`config.mk`:
```
export PLATFORM = sky130hd
export DESIGN_NAME = sbl_system_integration_unit
export DESIGN_NICKNAME = d
export VERILOG_FILES = /design/src/design/sbl_pkg.sv /design/src/design/sbl_counter.sv /design/src/design/sbl_system_integration_unit.sv
export SDC_FILE = /design/constraint.sdc
export NUM_CORES = 1
export LEC_CHECK = 0
export ABC_AREA = 1
export BUFFER_PORTS_ARGS = -buffer_cell sky130_fd_sc_hd__buf_2
export CORE_MARGIN = 2
export CORE_UTILIZATION = 44
export CTS_BUF_LIST = sky130_fd_sc_hd__clkbuf_8
export DETAILED_ROUTE_END_ITERATION = 16
export GPL_ROUTABILITY_DRIVEN = 0
export HOLD_SLACK_MARGIN = 0.05
export PLACE_DENSITY = 0.81
export SYNTH_ARGS = -nofsm -noshare
export SYNTH_HDL_FRONTEND = slang
export SYNTH_SLANG_ARGS = --single-unit
export TNS_END_PERCENT = 1
```
`constraint.sdc`:
```
create_clock -name clk -period 1.6 [get_ports clk]
set_input_delay 0.16 -clock clk [delete_from_list [all_inputs] [get_ports clk]]
set_output_delay 0.16 -clock clk [all_outputs]
set_load 0.05 [all_outputs]
```
`src/design/sbl_pkg.sv`:
```
// constants, register map and types of the system integration unit
// assumes a single 10 MHz clock and a plain register port
// What this block does
// - all reset sources or-ed, power-on flag overrides the rest
// - break request forces software interrupt vector
// - break blocks flag clears unless enabled
// - flags cleared in break stay cleared
// - two-step clears protected across break entry
// - wait or stop clears interrupt mask
// - wait stops cpu clock, peripherals run
// - wait wake stacks one cycle later
// - reset or break exits wait, only break sets flag
// - watchdog runs in wait unless disabled
// - stop resets counter, gates both clocks
// - interrupt ends stop after recovery, reset ends it at once
// - recovery 4096 cycles, or 32 if short
// - counter held until recovery, then counts
// - reset cause register cleared by read
// - power-on sets its flag, clears others
// - drive reset pin low, sample 32 later
// - distinct flag for each reset cause
// - break-exited-wait flag reads one after break
package sbl_pkg;
  localparam logic [15:0] SBL_ADDR_BREAK_STATUS = 16'hFE00;
  localparam logic [15:0] SBL_ADDR_RESET_CAUSE = 16'hFE01;
  localparam logic [15:0] SBL_ADDR_BREAK_FLAG_CTRL = 16'hFE03;
  localparam int SBL_BIT_EXITED_WAIT = 1;
  localparam int SBL_BIT_CLEAR_ENABLE = 7;
  // reset cause bit positions
  localparam int SBL_BIT_LOW_VOLT = 1;
  localparam int SBL_BIT_MONITOR = 2;
  localparam int SBL_BIT_ILL_ADDR = 3;
  localparam int SBL_BIT_ILL_OP = 4;
  localparam int SBL_BIT_WATCHDOG = 5;
  localparam int SBL_BIT_PIN = 6;
  localparam int SBL_BIT_POWER_ON = 7;
  localparam logic [7:0] SBL_RESET_CAUSE_RST = 8'h80;
  localparam logic [7:0] SBL_BREAK_STATUS_RST = 8'h00;
  localparam logic [7:0] SBL_BREAK_FLAG_RST = 8'h00;
  localparam logic [15:0] SBL_SWI_VECTOR = 16'hFFFC;
  // timing
  localparam int SBL_CLK_HZ = 10_000_000;
  localparam int SBL_LONG_RECOVERY_CYC = 4096;
  localparam int SBL_SHORT_RECOVERY_CYC = 32;
  localparam int SBL_PIN_SAMPLE_CYC = 32;
  localparam int SBL_INT_RST_HOLD_CYC = 4;
  localparam int SBL_CNT_W = 13;
  typedef enum logic [2:0] {
    SBL_RUN, SBL_WAIT, SBL_STOP, SBL_RECOVER, SBL_STACK
  } sbl_mode_t;
endpackage : sbl_pkg

```
`src/design/sbl_counter.sv`:
```
// internal counter used for stop recovery and reset pin sampling
// assumes a synchronous clear that wins over counting
`timescale 1ns/1ps
module sbl_counter (
  // clock and reset
  input wire logic clk,
  input wire logic srst,
  // control
  input wire logic hold,
  input wire logic [sbl_pkg::SBL_CNT_W-1:0] limit,
  // status
  output logic done,
  output logic [sbl_pkg::SBL_CNT_W-1:0] count
);
  import sbl_pkg::*;
  logic [SBL_CNT_W-1:0] cnt_r;
  always_ff @(posedge clk) begin
    if (srst || hold) begin
      cnt_r <= '0;
    end else if (cnt_r != limit) begin
      cnt_r <= cnt_r + 13'h0001;
    end
  end
  assign done = !hold && (cnt_r == limit);
  assign count = cnt_r;
endmodule : sbl_counter

```
`src/design/sbl_system_integration_unit.sv`:
```
// break, low-power sequencing and reset cause logic
// assumes cpu decodes wait/stop and peripherals honour flag_clear_ok
`timescale 1ns/1ps
module sbl_system_integration_unit (
  // clock and reset
  input wire logic clk,
  input wire logic srst,
  // reset causes, pulses, any may coincide
  input wire logic power_on_rst,
  input wire logic watchdog_rst,
  input wire logic illegal_op_rst,
  input wire logic illegal_addr_rst,
  input wire logic monitor_rst,
  input wire logic low_volt_rst,
  // reset pin, open drain
  input wire logic rst_pin_in,
  output logic rst_pin_out,
  output logic rst_pin_oe,
  output logic sys_reset,
  // cpu side
  input wire logic wait_exec,
  input wire logic stop_exec,
  input wire logic irq_pending,
  input wire logic break_req,
  output logic clear_int_mask,
  output logic force_vector,
  output logic [15:0] vector_addr,
  output logic stack_start,
  output logic in_break,
  input wire logic break_done,
  // configuration
  input wire logic short_stop_recovery,
  input wire logic watchdog_disable,
  input wire logic oscillator_on_in_stop,
  // clock gating and flag clear permission
  output logic cpu_clk_en,
  output logic periph_clk_en,
  output logic osc_clk_en,
  output logic watchdog_run,
  output logic flag_clear_ok,
  // register port
  input wire logic [15:0] reg_addr,
  input wire logic [7:0] reg_wdata,
  input wire logic reg_wr,
  input wire logic reg_rd,
  output logic [7:0] reg_rdata
);
  import sbl_pkg::*;

  sbl_mode_t mode_r;
  logic [7:0] cause_r;
  logic exited_wait_r;
  logic clear_enable_r;
  logic break_r;
  logic [7:0] rdata_r;
  logic [2:0] hold_r;
  logic pin_wait_r;
  logic any_int_rst;
  logic any_rst;
  logic cnt_hold;
  logic cnt_done;
  logic [SBL_CNT_W-1:0] cnt_limit;
  logic [SBL_CNT_W-1:0] cnt_val;
  logic cause_rd;

  // every source just or-ed into reset, but only power-on or srst clears the other cause flags
  assign any_int_rst = power_on_rst | watchdog_rst | illegal_op_rst | illegal_addr_rst
    | monitor_rst | low_volt_rst;
  assign any_rst = srst | any_int_rst | !rst_pin_in;
  assign cause_rd = reg_rd && (reg_addr == SBL_ADDR_RESET_CAUSE);

  // low-power and stop recovery sequencer
  always_ff @(posedge clk) begin
    if (any_rst) begin
      mode_r <= SBL_RUN;
    end else begin
      unique case (mode_r)
        SBL_RUN: begin
          if (stop_exec) begin
            mode_r <= SBL_STOP;
          end else if (wait_exec) begin
            mode_r <= SBL_WAIT;
          end
        end
        SBL_WAIT: begin
          if (break_req) begin
            mode_r <= SBL_RUN;
          end else if (irq_pending) begin
            mode_r <= SBL_STACK;
          end
        end
        SBL_STOP: begin
          if (irq_pending) begin
            mode_r <= SBL_RECOVER;
          end
        end
        SBL_RECOVER: begin
          if (cnt_done) begin
            mode_r <= SBL_STACK;
          end
        end
        SBL_STACK: begin
          mode_r <= SBL_RUN;
        end
      endcase
    end
  end

  assign stack_start = (mode_r == SBL_STACK);
  assign clear_int_mask = (mode_r == SBL_RUN) && (wait_exec || stop_exec);
  assign cpu_clk_en = (mode_r == SBL_RUN) || (mode_r == SBL_STACK);
  assign periph_clk_en = (mode_r != SBL_STOP) && (mode_r != SBL_RECOVER);
  assign osc_clk_en = (mode_r != SBL_STOP) || oscillator_on_in_stop;
  assign watchdog_run = !watchdog_disable && periph_clk_en;

  // counter held through stop, then times recovery or the pin sample
  assign cnt_hold = (mode_r == SBL_STOP) || (mode_r == SBL_RUN && (!pin_wait_r || hold_r != 3'h0)) || srst
    || any_int_rst;
  assign cnt_limit = (mode_r == SBL_RECOVER)
    ? (short_stop_recovery ? SBL_CNT_W'(SBL_SHORT_RECOVERY_CYC - 1)
                           : SBL_CNT_W'(SBL_LONG_RECOVERY_CYC - 1))
    : SBL_CNT_W'(SBL_PIN_SAMPLE_CYC - 1);

  sbl_counter u_cnt (
    .clk(clk),
    .srst(srst),
    .hold(cnt_hold),
    .limit(cnt_limit),
    .done(cnt_done),
    .count(cnt_val)
  );

  // reset pin driven low during internal reset, stretched a little
  always_ff @(posedge clk) begin
    if (srst || any_int_rst) begin
      hold_r <= 3'(SBL_INT_RST_HOLD_CYC);
    end else if (hold_r != 3'h0) begin
      hold_r <= hold_r - 3'h1;
    end
  end
  assign rst_pin_oe = (hold_r != 3'h0);
  assign rst_pin_out = 1'b0;
  assign sys_reset = any_rst || (hold_r != 3'h0);

  // after release, wait to sample the pin
  always_ff @(posedge clk) begin
    if (srst || any_int_rst) begin
      pin_wait_r <= 1'b1;
    end else if (hold_r == 3'h0 && cnt_done && mode_r == SBL_RUN) begin
      pin_wait_r <= 1'b0;
    end
  end

  // reset cause flags, new causes win over read clear
  always_ff @(posedge clk) begin
    if (srst || power_on_rst) begin
      cause_r <= SBL_RESET_CAUSE_RST;
    end else begin
      cause_r <= cause_rd ? 8'h00 : cause_r;
      if (watchdog_rst) begin
        cause_r[SBL_BIT_WATCHDOG] <= 1'b1;
      end
      if (illegal_op_rst) begin
        cause_r[SBL_BIT_ILL_OP] <= 1'b1;
      end
      if (illegal_addr_rst) begin
        cause_r[SBL_BIT_ILL_ADDR] <= 1'b1;
      end
      if (monitor_rst) begin
        cause_r[SBL_BIT_MONITOR] <= 1'b1;
      end
      if (low_volt_rst) begin
        cause_r[SBL_BIT_LOW_VOLT] <= 1'b1;
      end
      if (pin_wait_r && hold_r == 3'h0 && cnt_done && mode_r == SBL_RUN && !rst_pin_in) begin
        cause_r[SBL_BIT_PIN] <= 1'b1;
      end else if (!rst_pin_in && hold_r == 3'h0 && !pin_wait_r) begin
        cause_r[SBL_BIT_PIN] <= 1'b1;
      end
    end
  end

  // break state
  always_ff @(posedge clk) begin
    if (any_rst) begin
      break_r <= 1'b0;
    end else if (break_req) begin
      break_r <= 1'b1;
    end else if (break_done) begin
      break_r <= 1'b0;
    end
  end
  assign in_break = break_r;
  assign force_vector = break_req && !break_r;
  assign vector_addr = SBL_SWI_VECTOR;

  // permission held low in break unless clear enable is set, so peripherals keep flags and
  // pending second steps, and never restore a cleared flag
  assign flag_clear_ok = !break_r || clear_enable_r;

  // break exited wait flag, set wins over write clear
  always_ff @(posedge clk) begin
    if (any_rst) begin
      exited_wait_r <= SBL_BREAK_STATUS_RST[SBL_BIT_EXITED_WAIT];
    end else if (mode_r == SBL_WAIT && break_req) begin
      exited_wait_r <= 1'b1;
    end else if (reg_wr && reg_addr == SBL_ADDR_BREAK_STATUS) begin
      exited_wait_r <= reg_wdata[SBL_BIT_EXITED_WAIT];
    end
  end

  // break clear enable
  always_ff @(posedge clk) begin
    if (any_rst) begin
      clear_enable_r <= SBL_BREAK_FLAG_RST[SBL_BIT_CLEAR_ENABLE];
    end else if (reg_wr && reg_addr == SBL_ADDR_BREAK_FLAG_CTRL) begin
      clear_enable_r <= reg_wdata[SBL_BIT_CLEAR_ENABLE];
    end
  end

  // read data one cycle after strobe
  always_ff @(posedge clk) begin
    if (srst) begin
      rdata_r <= 8'h00;
    end else if (reg_rd) begin
      unique case (reg_addr)
        SBL_ADDR_BREAK_STATUS: rdata_r <= 8'(exited_wait_r) << SBL_BIT_EXITED_WAIT;
        SBL_ADDR_RESET_CAUSE: rdata_r <= cause_r;
        SBL_ADDR_BREAK_FLAG_CTRL: rdata_r <= 8'(clear_enable_r) << SBL_BIT_CLEAR_ENABLE;
        default: rdata_r <= 8'h00;
      endcase
    end else begin
      rdata_r <= 8'h00;
    end
  end
  assign reg_rdata = rdata_r;
endmodule : sbl_system_integration_unit

```
Word level (Yosys, flattened, before mapping)
Cells that the tools add are included.
- $mul: 0
- multiplexer cells: 22
- magnitude comparators: 0
- add/sub/neg operators: 2
- divide/modulo/power cells: 0
- eq/ne operators: 15
- shift operators: 0
- bitwise logic cells: 8
- reduce and logical (&&, ||, !) cells: 48
- operators by type and width (kind ; number):
    $eq 16x16->1 const B ; 3
    $mux 12 ; 2
    $pmux 8 s3 ; 1
    $logic_and 1x1->1 ; 18
    $mux 3 ; 6
    $pmux 3 s5 ; 1
    $reduce_bool 2->1 ; 7
    $add 13x1->13 const B ; 1
    $eq 13x12->1 ; 1
    $ne 13x12->1 ; 1
    $logic_or 1x1->1 ; 12
    $mux 1 ; 11
    $mux 7 ; 1
    $or 1x1->1 ; 7
    $eq 3x2->1 const B ; 2
    $logic_not 3->1 ; 2
    $ne 3x2->1 const B ; 2
    $ne 3x3->1 const B ; 2
    $reduce_bool 3->1 ; 2
    $logic_not 1->1 ; 5
    $ne 2x2->1 const B ; 2
    $reduce_and 4->1 ; 1
    $eq 3x1->1 const B ; 1
    $eq 3x3->1 const B ; 1
    other kinds (3) ; 3
- memories kept: 0
- register bits after elaboration: 38
- memory bits (writable): 0
- input port bits: 43
- output and inout port bits: 36
- memory bits (read-only): 0
- latch bits: 0
- logic and storage cells: 110

Logic depth before layout (Yosys ltp)
- depth in word-level cells: 12
- depth in mapped cells: 12
- gate-level depth less buffers: 12

Hierarchy
From an unflattened synthesis, not the netlist that was laid out.
- cells, all modules: 402
- area total of the unflattened synthesis: 2504.9 um^2
- by module, submodules not included (module ; area an instance (um^2) ; cells each ; times used):
    sbl_system_integration_unit ; 1428.9 ; 213 ; 1
    sbl_counter ; 1076.0 ; 189 ; 1

Worst setup path after synthesis
No wires, ideal clock.
- path type: register -> output
- start: register mode_r[1]
- end: output port clear_int_mask
- required time: 1.440 ns
- arrival time: 1.985 ns
- setup slack: -0.545 ns
- stages on the path, launching flop included: 4
- cells stage by stage: dfxtp_1 > nor2_1 > nand2_1 > nor2_1
- word-level cells in the longest chain between the ends: 2
- ends and longest elaborated chain (what ; RTL line ; source):
    start: declaration ; sbl_system_integration_unit.sv:50 ; sbl_mode_t mode_r;
    start signal: assignment ; sbl_system_integration_unit.sv:75 ; mode_r <= SBL_RUN;
    start signal: assignment ; sbl_system_integration_unit.sv:80 ; mode_r <= SBL_STOP;
    start signal: assignment ; sbl_system_integration_unit.sv:82 ; mode_r <= SBL_WAIT;
    $logic_not 3->1 ; sbl_system_integration_unit.sv:110 ; assign clear_int_mask = (mode_r == SBL_RUN) && (wait_exec || stop_exec);
    $logic_and 1x1->1 ; sbl_system_integration_unit.sv:110 ;
    end: declaration ; sbl_system_integration_unit.sv:25 ; output logic clear_int_mask,
No other way between the ends.

Worst setup path in the final report
- start: register mode_r[1]
- end: output port osc_clk_en
- word-level cells in the longest chain between the ends: 2
- ends and longest elaborated chain (what ; RTL line ; source):
    $ne 3x2->1 ; sbl_system_integration_unit.sv:113 ; assign osc_clk_en = (mode_r != SBL_STOP) || oscillator_on_in_stop;
    $logic_or 1x1->1 ; sbl_system_integration_unit.sv:113 ;
    end: declaration ; sbl_system_integration_unit.sv:38 ; output logic osc_clk_en,
No other way between the ends.

==> flow_summary.ini <==
[floorplanning]
core-area_mm2 = 0.00438
die_h_um = 71.8
initial_core_util_pct = 46.1
io_pins = 79
rows = 24
dieWidth_um = 71.8
die_area_mm2 = 0.00515

[placement]
placed_area_mm2 = 0.00233
dpl.cell_count = 413
place_hpwl_um = 3200
port_buffers = 54

[layout]
finalNetCount = 415
insertedDiodeCount = 0
ff_latch_area_um2 = 744
multi_input_area_mm2 = 0.00107
fillers = 426
fin_area_mm2 = 0.00251
final_cells = 422
drive_above_1_share_pct = 28.9
area_delta_synth_final_pct = 23.9

[worst_setup_path]
r2r_start = u_cnt.count[0]$_SDFFE_PP0P_
timing.reg2reg.setup_slack_ns = 0.12
cp_slowest_cell = dfxtp_2
cp_cell_sequence = buf_6 -> nand3_4 -> or2_2 -> clkbuf_4
max_stage_delay_ns = 0.36
cp_max_fo = 5
cp-end-kind = output pin
startpoint_type = flip-flop
rr_worst_depth = 9
critPathKind = flip-flop to output pin
critical_path_arrival_ns = 1.39
r2r-end = u_cnt.count[2]$_SDFFE_PP0P_
crit_required_ns = 1.44

[hold_path]
hp-class = input pin to flip-flop
hold_end = cause_r[7]$_SDFFE_PP1P_
min_from = power_on_rst
hold_path_depth = 3

[timing]
fmax_ghz = 0.646
hold_slack_ns = 0.0847
rsz0062_at_grt = true
fin_crit_ns = 1.55
worst_clock_skew_ns = 0.00279
hold_violations = 0
slew_violations = 0
setup_violations = 0
fin_crit_sh_pct = 96.7

[cts]
clock-root-buffer = clkbuf_8
clk_latency_ns = 0.29
numCtsBuffers = 5
h-tree-depth = 2
hold_buffers = 0
cts_tree = done
clock-sinks = 37
clk_pin_slew_ns = 0.07
clockBufferDepth = 2

[route]
vias = 1976
routed_wl_um = 4120
ant_nets = 0
vias_per_cell = 4.68
drtPass1Iterations = 4
wire_per_inst_um = 9.77
initialDrtViolationCount = 65
drc = 0

[synth]
ys_seq_area_share_pct = 36.6
synthSimpleGateAreaFrac_pct = 35.4
synthCells = 304
synth_top_area_share_pct = 36.6
synth_fa_ha_area_share_pct = 1.86
ys_ff_latch = 37
synth_compound_area_share_pct = 9.34
muxShareOfSynthArea_pct = 0
synthXorXnorAreaFrac_pct = 0.433
synth_top_family_by_area = simple AND/OR/NAND/NOR gates
syn_avg_cell_area_um2 = 6.65
netlist.top_cell.by_area = dfxtp_1
syn_area_mm2 = 0.00202
yosys_warnings = 0
synth_area_leaders = dfxtp_1 37%, nand2_1 13%, inv_1 8.0%, nor2_1 8.0%, buf_4 7.1%
synth.distinct_cells = 26

[grt]
grt-ovfl-total = 0
grt_first_pass_wirelength_um = 6560
grt_pass1_vias = 1625
grt.total_usage_pct = 15.8
grt_start_max_net_pins = 13
antenna_found_initial = 0

[power]
power.leakage_uw = 0.00118
p_int_uw = 1480
clkPwrFrac_pct = 41.8
powerDensity_mw_per_mm2 = 784
ir_drop_mv = 0.554
total_power_uw = 1960
seq_power_share_pct = 47.3
p_sw_uw = 483
p_sw_share_pct = 24.6
comb_power_share_pct = 10.9

[flow_run]
drv_cap = 0

[status]
status = complete, no violations
stage by stage:
| step | setup slack (ns) | utilization [%] | TNS, ns |
|---|---|---|---|
| floorplan | -0.0181 | - | -0.0181 |
| global placement | 0.0845 | 53.3 | 0 |
| detailed placement | 0.0390 | 53.3 | 0 |
| CTS | 0.00571 | 56.0 | 0 |
| global route | -0.0110 | 57.2 | -0.0148 |
| finish | 0.0522 | 57.2 | 0 |
power by group through the flow:
| stage | logic [uW] | registers (uW) | clock network [uW] |
|---|---|---|---|
| after floorplan | 184 | 951 | 0 |
| after global placement | 209 | 951 | 0 |
| after detailed placement | 212 | 951 | 0 |
| after CTS | 212 | 930 | 837 |
| after global routing | 229 | 930 | 871 |
| final | 214 | 930 | 821 |
per-layer routing:
layer	part of all wire, %	global-route usage [%]	vias to the layer above
met5	0	0	-
met4	1.2	5.87	0
met3	5.6	3.94	5
met2	49	27.3	51
met1	44	19.0	879
li1	-	-	1041
layout make-up:
type / count / area share, %
Clock inverter: 2 / 1.35
Sequential cell: 37 / 29.7
Multi-Input combinational cell: 216 / 42.5
Tap cell: 52 / 2.60
Inverter: 48 / 7.19
Clock buffer: 6 / 3.30
Timing Repair Buffer: 61 / 13.3
worst max-delay path by stage:
stage / cells after the start / start / end / slack (ns)
3_3_place_gp: 12 / u_cnt.count[0]$_SDFFE_PP0P_ / u_cnt.count[9]$_SDFFE_PP0P_ / 0.08
6_report: 4 / mode_r[1]$_SDFFE_PP0P_ / osc_clk_en / 0.05
2_1_floorplan: 9 / hold_r[0]$_SDFFE_PP0P_ / cause_r[6]$_SDFFE_PP0P_ / -0.02
5_1_grt: 11 / mode_r[0]$_SDFFE_PP0P_ / mode_r[0]$_SDFFE_PP0P_ / -0.01
4_1_cts: 4 / mode_r[1]$_SDFFE_PP0P_ / osc_clk_en / 0.006
3_5_place_dp: 12 / u_cnt.count[0]$_SDFFE_PP0P_ / u_cnt.count[9]$_SDFFE_PP0P_ / 0.04
flip-flops by register name, indices dropped and copies added (netlist names):
| signal | cells |
|---|---|
| u_cnt.count | 13 |
| cause_r | 7 |
| reg_rdata | 7 |
| hold_r | 3 |
| mode_r | 3 |
| clear_enable_r | 1 |
| exited_wait_r | 1 |
| in_break | 1 |
| pin_wait_r | 1 |
logic make-up (layout without fill, tap and decap cells):
| family | count (synthesis) | count (layout) |
|---|---|---|
| compound gates | 35 | 35 |
| xor+xnor | 1 | 1 |
| fa+ha+maj | 3 | 3 |
| buf+inv | 67 | 117 |
| flops | 37 | 37 |
| other cells | 2 | 18 |
| simple gates | 159 | 159 |
placed cells by master, fill, tap and decap left out, types with 2 or more instances in the layout:
cell / count
clkbuf_8: 6
conb_1: 18
o21ai_0: 8
nand2_2: 7
nand4_1: 6
nor2_1: 40
o21ai_1: 3
dfxtp_2: 3
inv_1: 43
nor2_2: 7
nor3_1: 7
nor2_4: 4
buf_2: 51
or2_2: 2
ha_1: 2
a21oi_1: 20
buf_4: 7
nand3_2: 3
a21oi_2: 2
inv_2: 6
dfxtp_1: 34
clkbuf_4: 2
nor3_2: 2
nand2_1: 66
nand3_1: 12
Yosys cell counts:
library cell,count
nand2_1,68
inv_1,43
nor2_1,43
dfxtp_1,37
a21oi_1,20
buf_4,19
nand3_1,14
nor3_1,8
o21ai_0,8
nand4_1,6
nor2_2,6
inv_2,5
nand2_2,5
ha_1,3
o21ai_1,3
a21oi_2,2
conb_1,2
nand3_2,2
nor2_4,2
or2_2,2
a21boi_0,1
a41oi_1,1
and3_1,1
nand2_4,1
nor3_2,1
xor2_1,1
repair_timing:
action,4_1_cts,5_1_grt
endpoints found under the setup margin,1,16
gates resized for setup,1,16
pin swaps,0,2
buffers inserted,0,1
hold endpoints to repair,0,0
critical path: cells and delay by family, from the launching register on:
family / cells / cell delay, ns
flops: 1 / 0.36
simple gates: 2 / 0.39
buf+inv: 2 / 0.35
No activity file was read; power rests on OpenSTA's default activity.
